[config.mk]
export PLATFORM = sky130hd
export DESIGN_NAME = ucr2_control
export DESIGN_NICKNAME = d
export VERILOG_FILES = /design/src/ucr2_pkg.sv /design/src/ucr2_control.sv
export SDC_FILE = /design/constraint.sdc
export NUM_CORES = 1
export LEC_CHECK = 0
export BUFFER_PORTS_ARGS = -buffer_cell sky130_fd_sc_hd__clkbuf_2
export CAP_MARGIN = 10
export CORE_MARGIN = 2
export CORE_UTILIZATION = 45
export DETAILED_ROUTE_END_ITERATION = 10
export MAX_ROUTING_LAYER = met4
export PLACE_DENSITY = 0.82
export SYNTH_ARGS = -nofsm -noshare
export SYNTH_HDL_FRONTEND = slang
export SYNTH_SLANG_ARGS = --single-unit
[constraint.sdc]
create_clock -name clk -period 2.6 [get_ports clk]
set_input_delay 0.52 -clock clk [delete_from_list [all_inputs] [get_ports clk]]
set_output_delay 0.52 -clock clk [all_outputs]
set_load 0.03 [all_outputs]
[src/ucr2_pkg.sv]
// constants and carrier types for the upper half of the second control register
package ucr2_pkg;
   // register map of the serial port
   localparam logic [7:0] UCR2_CTL2_ADDR = 8'h01;
   localparam logic [7:0] UCR2_FTW_ADDR = 8'h07;
   localparam int UCR2_REG_BYTES = 4;
   // field positions
   localparam int UCR2_BIT_SERIAL = 31;
   localparam int UCR2_BIT_LSB_FIRST = 30;
   localparam int UCR2_BIT_EARLY_SYNC = 29;
   localparam int UCR2_BIT_PROFILE_ASF = 24;
   localparam int UCR2_BIT_INT_UPDATE = 23;
   localparam int UCR2_BIT_SYNC_CLK = 22;
   localparam int UCR2_BIT_LIVE_FTW = 16;
   localparam int UCR2_RATE_HI = 15;
   localparam int UCR2_RATE_LO = 14;
   // reset value and the bits that exist; reserved and lower bits read zero
   localparam logic [31:0] UCR2_CTL2_RESET = 32'h0040_0000;
   localparam logic [31:0] UCR2_CTL2_WMASK = 32'hE1C1_C000;
   // operating mode codes of the primary control register
   localparam logic [1:0] UCR2_MODE_QUAD = 2'h0;
   localparam logic [1:0] UCR2_MODE_TONE = 2'h1;
   // sync clock runs at a quarter of the system clock
   localparam int UCR2_SYNC_DIV = 4;
   localparam int UCR2_SYNC_BITS = $clog2(UCR2_SYNC_DIV);
   // default count of prescaled ticks between internal update strobes
   localparam logic [15:0] UCR2_UPDATE_TICKS = 16'h0010;

   // register access from the serial port controller
   typedef struct packed {
      logic write;
      logic read;
      logic [7:0] addr;
      logic [31:0] wdata;
   } ucr2_bus_type;

   // decoded configuration seen by the datapath
   typedef struct packed {
      logic parallel_port;
      logic serial_port;
      logic gpio_enable;
      logic lsb_first;
      logic early_sync;
      logic profile_asf;
      logic asf_bypass;
   } ucr2_cfg_type;

   // whole state of the block
   typedef struct packed {
      logic [31:0] staged;
      logic [31:0] active;
      logic [2:0] prescale;
      logic [15:0] timer;
      logic [UCR2_SYNC_BITS-1:0] sync_count;
      logic sync_clk;
      logic io_update_out;
      logic io_update_oe;
      logic update_strobe;
      ucr2_cfg_type cfg;
      logic [31:0] read_data;
      logic read_valid;
   } ucr2_state_type;
endpackage

[src/ucr2_control.sv]
// upper half of the second control register with its update strobe and sync clock
`timescale 1ns/1ps

// How it works
// the register is decoded at serial address 0x01 and is four bytes wide.
// the primary mode field reads 00 quadrature, 01 single tone, 1x interpolating converter.
// bit 31 clear keeps the eighteen data pins a parallel port, and the bit counts only in quadrature mode.
// bit 31 set in quadrature mode makes pins 5 and 4 a dual serial port and the other sixteen a GPIO port.
// bit 30 picks serial bit order, MSB first when clear, and is ignored with bit 31 clear.
// bit 29 picks late (clear) or early (set) frame sync, and the serial source must match it.
// in single tone with shift keying off, bit 24 set takes amplitude from the profile, clear bypasses at unity.
// bit 23 clear makes the update pin an input and values transfer only when it is asserted.
// bit 23 set makes an internal timer strobe, drives the update pin as output with that strobe.
// a write to bit 23 takes effect at once without waiting for an update.
// bit 22 set drives the sync clock at a quarter of the system clock, clear holds it low.
// bit 16 chooses stored or live frequency tuning word on a serial read of that word.
// with bit 23 set, bits 15:14 divide the update timer clock by 1, 2, 4 or 8.
// bits 28 to 25 and 21 to 17 are reserved, ignored on write and read as zero.
module ucr2_control
   import ucr2_pkg::*;
#(
   parameter logic [15:0] UPDATE_TICKS = UCR2_UPDATE_TICKS,
   parameter logic [7:0] FTW_ADDR = UCR2_FTW_ADDR
) (
   input wire logic clk,
   input wire logic reset,
   input wire ucr2_bus_type bus,
   input wire logic [1:0] operating_mode,
   input wire logic osk_enable,
   input wire logic [31:0] ftw_stored,
   input wire logic [31:0] ftw_live,
   input wire logic io_update_in,
   output logic io_update_out,
   output logic io_update_oe,
   output logic update_strobe,
   output logic sync_clk,
   output ucr2_cfg_type cfg,
   output logic [31:0] read_data,
   output logic read_valid
);

   ucr2_state_type state;
   ucr2_state_type next_state;

   // last prescaler count for a rate code: divide by one, two, four or eight
   function automatic logic [2:0] prescale_last(input logic [1:0] rate);
      logic [3:0] div;
      div = 4'h1 << rate;
      return 3'(div - 4'h1);
   endfunction

   // decode the active bits against the mode of the primary register
   function automatic ucr2_cfg_type decode_cfg(input logic [31:0] act, input logic [1:0] mode,
                                               input logic output_shift_keying);
      ucr2_cfg_type c;
      logic tone_plain;
      // mode codes
      tone_plain = (mode == UCR2_MODE_TONE) && !output_shift_keying;
      // serial only in quadrature mode
      c.serial_port = act[UCR2_BIT_SERIAL] && (mode == UCR2_MODE_QUAD);
      c.parallel_port = !c.serial_port;
      // gpio comes with serial port
      c.gpio_enable = c.serial_port;
      // bit order gated
      c.lsb_first = c.serial_port && act[UCR2_BIT_LSB_FIRST];
      // frame sync timing
      c.early_sync = c.serial_port && act[UCR2_BIT_EARLY_SYNC];
      // amplitude source
      c.profile_asf = tone_plain && act[UCR2_BIT_PROFILE_ASF];
      c.asf_bypass = tone_plain && !act[UCR2_BIT_PROFILE_ASF];
      return c;
   endfunction

   // next state: timer, transfer, writes, reads and pin drive
   always_comb begin
      logic internal;
      logic tick;
      logic int_pulse;
      logic strobe;
      internal = 1'b0;
      tick = 1'b0;
      int_pulse = 1'b0;
      strobe = 1'b0;
      next_state = state;
      internal = state.active[UCR2_BIT_INT_UPDATE];

      // prescaler feeds the update timer, idle while external
      if (internal) begin
         if (state.prescale >= prescale_last(state.active[UCR2_RATE_HI:UCR2_RATE_LO])) begin
            next_state.prescale = 3'h0;
            tick = 1'b1;
         end else begin
            next_state.prescale = state.prescale + 3'h1;
         end
      end else begin
         next_state.prescale = 3'h0;
      end

      // timer produces the internal strobe
      if (!internal) begin
         next_state.timer = 16'h0000;
      end else if (tick) begin
         if (state.timer >= UPDATE_TICKS - 16'h0001) begin
            next_state.timer = 16'h0000;
            int_pulse = 1'b1;
         end else begin
            next_state.timer = state.timer + 16'h0001;
         end
      end

      // external pin strobes only while bit 23 is clear
      strobe = internal ? int_pulse : io_update_in;
      if (strobe) begin
         next_state.active = state.staged;
      end

      // decode of the register address
      if (bus.write && bus.addr == UCR2_CTL2_ADDR) begin
         // reserved bits never stored
         next_state.staged = bus.wdata & UCR2_CTL2_WMASK;
         // bit 23 bypasses the update
         next_state.active[UCR2_BIT_INT_UPDATE] = bus.wdata[UCR2_BIT_INT_UPDATE];
      end

      // serial reads answer one cycle later; unmapped addresses read zero
      next_state.read_valid = bus.read;
      next_state.read_data = state.read_data;
      if (bus.read) begin
         if (bus.addr == UCR2_CTL2_ADDR) begin
            next_state.read_data = state.staged;
         end else if (bus.addr == FTW_ADDR) begin
            // stored or live tuning word
            next_state.read_data = state.active[UCR2_BIT_LIVE_FTW] ? ftw_live : ftw_stored;
         end else begin
            next_state.read_data = 32'h0000_0000;
         end
      end

      // pin direction follows bit 23 as it stands after any write
      next_state.io_update_oe = next_state.active[UCR2_BIT_INT_UPDATE];
      next_state.io_update_out = int_pulse;
      next_state.update_strobe = strobe;

      // quarter-rate sync clock, counter free running so the phase is fixed
      next_state.sync_count = UCR2_SYNC_BITS'(state.sync_count + 1'b1);
      next_state.sync_clk = next_state.active[UCR2_BIT_SYNC_CLK]
                            && next_state.sync_count[UCR2_SYNC_BITS-1];

      next_state.cfg = decode_cfg(next_state.active, operating_mode, osk_enable);
   end

   // state register; reset restores the documented defaults
   always_ff @(posedge clk) begin
      if (reset) begin
         state <= '0;
         state.staged <= UCR2_CTL2_RESET;
         state.active <= UCR2_CTL2_RESET;
         state.cfg.parallel_port <= 1'b1;
      end else begin
         state <= next_state;
      end
   end

   // outputs straight from the state register
   assign io_update_out = state.io_update_out;
   assign io_update_oe = state.io_update_oe;
   assign update_strobe = state.update_strobe;
   assign sync_clk = state.sync_clk;
   assign cfg = state.cfg;
   assign read_data = state.read_data;
   assign read_valid = state.read_valid;
endmodule

==> out/summary.txt <==
power density cells: 533 nW/µm²
ANT cells: 0
area occupied by multi-input gates: 1840 µm²
mean number of vias per cell: 5.17
setup repair after global routing missed its margin: no
Die W: 96.7 µm
die area: 9340 µm²
placed wire-length estimate after detailed placement: 6.84 mm
worst clock skew: 0.0110 ns
post-layout minimum cycle time: 2.30 ns
via count of the first global-routing pass: 3,135
final std cell area, no fill: 4550 µm²
Max H-tree Level: 3
routed length per instance: 14.3 µm
share of flip-flops with an asynchronous set or reset after synthesis: 0%
DRC Markers: 0
initial cell density of the core: 46.8%
cell area after technology mapping: 3860 µm²
final slew viol count: 0
DRC violation total after the first TritonRoute iteration: 128
Worst EP arrival: 2.60 ns
Resized cells post-CTS: 0
clock transition at the register clock pins on the worst setup and hold paths after CTS: 0.09 ns
total nets after synthesis: 540
overall die height: 96.7 µm
start of the worst register-to-register path: state[79]
number of max-capacitance violations reported: 0
aggregate negative setup slack: 0 ns
type of destination of the critical path: register
routed wire length: 8.93 mm
top-level port count: 156
register area share after synthesis: 42.0%
number of fillers in the final layout: 743
antenna violations before repair: 0
number of cell instances on the worst register-to-register path: 6
Peak VDD IR: 0.000308 V
endpoint of the worst register-to-register path: state[50]
layout cells sized above 1: 31.6%
number of detailed-route iterations in the first pass: 4
worst-case hold path end point: state[127]
kind of start point of the critical path: register
commonest register cell after synthesis: dfxtp_1
Hold WC Path Type: in2reg
Final nets: 631
headroom to the max-slew limit: 46.2%
total congestion overflow after global routing: 0
placer congestion estimate: 0.877
CTS tree: done
DP Area: 4330 µm²
global-route wire length before repair: 14.7 mm
master cell of the clock root buffer: clkbuf_8
P&R area growth vs syn: 17.8%
Setup violations, final: 0
Synth Area per Inst: 9.13 µm²
setup slack on the worst flop-to-flop path: 0.30 ns
final hold vios: 0
later-pin clock latency in the skew report: 0.35 ns
synthesized instance count: 423
critical path fanouts, max: 12
count of clock tree sinks: 81
depth of the worst hold-timing path: 3
synth unique cells: 41
TritonCTS buffer count: 9
number of synthesized flops with an enable pin: 0
placeable core region: 8260 µm²
Synth Warn #: 0
worst setup path category: reg2reg
worst endpoint required time: 2.89 ns
Least-Margin Pin Slew: 0.807 ns
Max Clk Rate: 434 MHz
static leakage: 1.93 nW
startpoint of the tightest hold check path: bus[30]
buffers added on ports: 132
period utilization: 88.6%
area taken by flip-flops and latches: 1620 µm²
count of nets left with antenna violations after detail routing: 0
largest net degree at the start of global routing: 25
setup fix buffers added after clock tree synthesis: 0
total of flip-flops plus latches after synthesis: 81
total track usage: 19.6%
clk buf depth: 2
via count: 3,223
cts hold-fix bufs: 0
std cell rows: 33
outcome: finished clean
-- layer usage --
metal  up-vias  global-route usage (%)  wire length (µm)
met3        16                    4.12               456
met5         -                       -                 0
li1       1618                       -                 -
met4         0                    8.23               163
met1      1483                    23.2              4000
met2       106                    32.5              4310
-- cells by family after synthesis --
| group | after synthesis | share of synthesized area (%) |
|---|---|---|
| mux | 55 | 14.3 |
| fa+ha+maj | 5 | 1.62 |
| xor+xnor | 2 | 0.453 |
| buf+inv | 64 | 10.5 |
| simple gates | 150 | 20.2 |
| flops | 81 | 42.0 |
| compound gates | 66 | 11.0 |
-- flip-flops by register name (all words and copies together), names as in the netlist --
register / cells
io_update_out: 1
read_valid: 1
update_strobe: 1
read_data: 32
cfg: 6
sync_clk: 1
state: 39
-- cells in the mapped netlist (2+ instances only) --
master | count | area share (%)
o2bb2ai_1 | 9 | 2.0
nand4_1 | 7 | 1.1
and4_1 | 2 | 0.45
and3_1 | 2 | 0.32
and2_1 | 3 | 0.49
dfxtp_1 | 81 | 42
buf_6 | 2 | 0.58
clkbuf_1 | 15 | 1.5
nor2b_1 | 13 | 2.1
nor2_1 | 29 | 2.8
nor4b_1 | 3 | 0.68
mux2i_1 | 54 | 14
o21ai_0 | 25 | 3.2
ha_1 | 5 | 1.6
nand2b_1 | 18 | 2.9
a21oi_1 | 14 | 1.8
buf_1 | 2 | 0.19
buf_4 | 39 | 7.6
nand3_1 | 6 | 0.78
nor3_1 | 5 | 0.65
inv_1 | 3 | 0.29
nand2_1 | 44 | 4.3
xnor2_1 | 2 | 0.45
o21a_1 | 12 | 2.3
buf_2 | 3 | 0.39
nor4_1 | 10 | 1.6
-- power by group --
part	leakage, nW	switching [mW]	internal (mW)
Sequential	0.654	0.00321	1.25
Clock	0.103	0.467	0.544
Combinational	1.18	0.0802	0.0832
-- how the worst max path moves through the flow --
| stage | startpoint | end | slack [ns] | depth (start not counted) |
|---|---|---|---|---|
| after floorplan | bus[35] | state[111] | 0.58 | 5 |
| after global placement | state[79] | state[50] | 0.35 | 6 |
| after detailed placement | state[79] | state[54] | 0.30 | 6 |
| after CTS | state[79] | state[50] | 0.28 | 6 |
| after global routing | state[80] | state[54] | 0.12 | 6 |
| final | state[79] | state[50] | 0.30 | 6 |
-- through the flow --
| stage | hold WS (ns) | total power, mW | worst slack (ns) | cells | util [%] |
|---|---|---|---|---|---|
| 2_1_floorplan | 0.413 | 1.35 | 0.579 | 423 | - |
| 3_3_place_gp | 0.421 | 1.44 | 0.353 | 608 | 52.4 |
| 3_5_place_dp | 0.438 | 1.44 | 0.298 | 608 | 52.4 |
| 4_1_cts | 0.381 | 2.46 | 0.279 | 624 | 55.1 |
| 5_1_grt | 0.402 | 2.53 | 0.123 | 624 | 55.1 |
| 6_report | 0.395 | 2.42 | 0.296 | 624 | 55.1 |
-- cell usage in the layout (no fill, tap or decap), types with 2 or more instances in the layout --
master      count
buf_4           9
bufinv_16       2
xnor2_1         2
and4_1          2
mux2i_1        54
and2_1          3
o2bb2ai_1       9
nand2b_1       18
clkinvlp_4      2
clkbuf_2      132
dfxtp_1        80
nor2_1         29
o21ai_0        25
nor4_1         10
a21oi_1        14
ha_1            5
clkbuf_8        9
nor2b_1        13
nor4b_1         3
nand2_1        44
clkinv_4        2
and3_1          2
nand4_1         7
nand3_1         6
nor3_1          5
o21a_1         12
inv_1           3
-- worst max-delay path, stage by stage, from the launching register on --
cell and delay (ns):
dfxtp_1 0.33, or2_2 0.30, ha_1 0.28, nor2b_1 0.14, o21ai_0 0.26, a21oi_1 0.72
and2_1 0.22
-- final cells by class --
type / instances / area share, %
inverter: 3 / 0.247
timing repair buffer: 141 / 16.0
tap: 105 / 2.89
clock inverter: 6 / 2.03
clock buffer: 10 / 2.80
sequential: 81 / 35.7
multi-input combinational: 278 / 40.4
No activity file was read; power rests on OpenSTA's default activity.
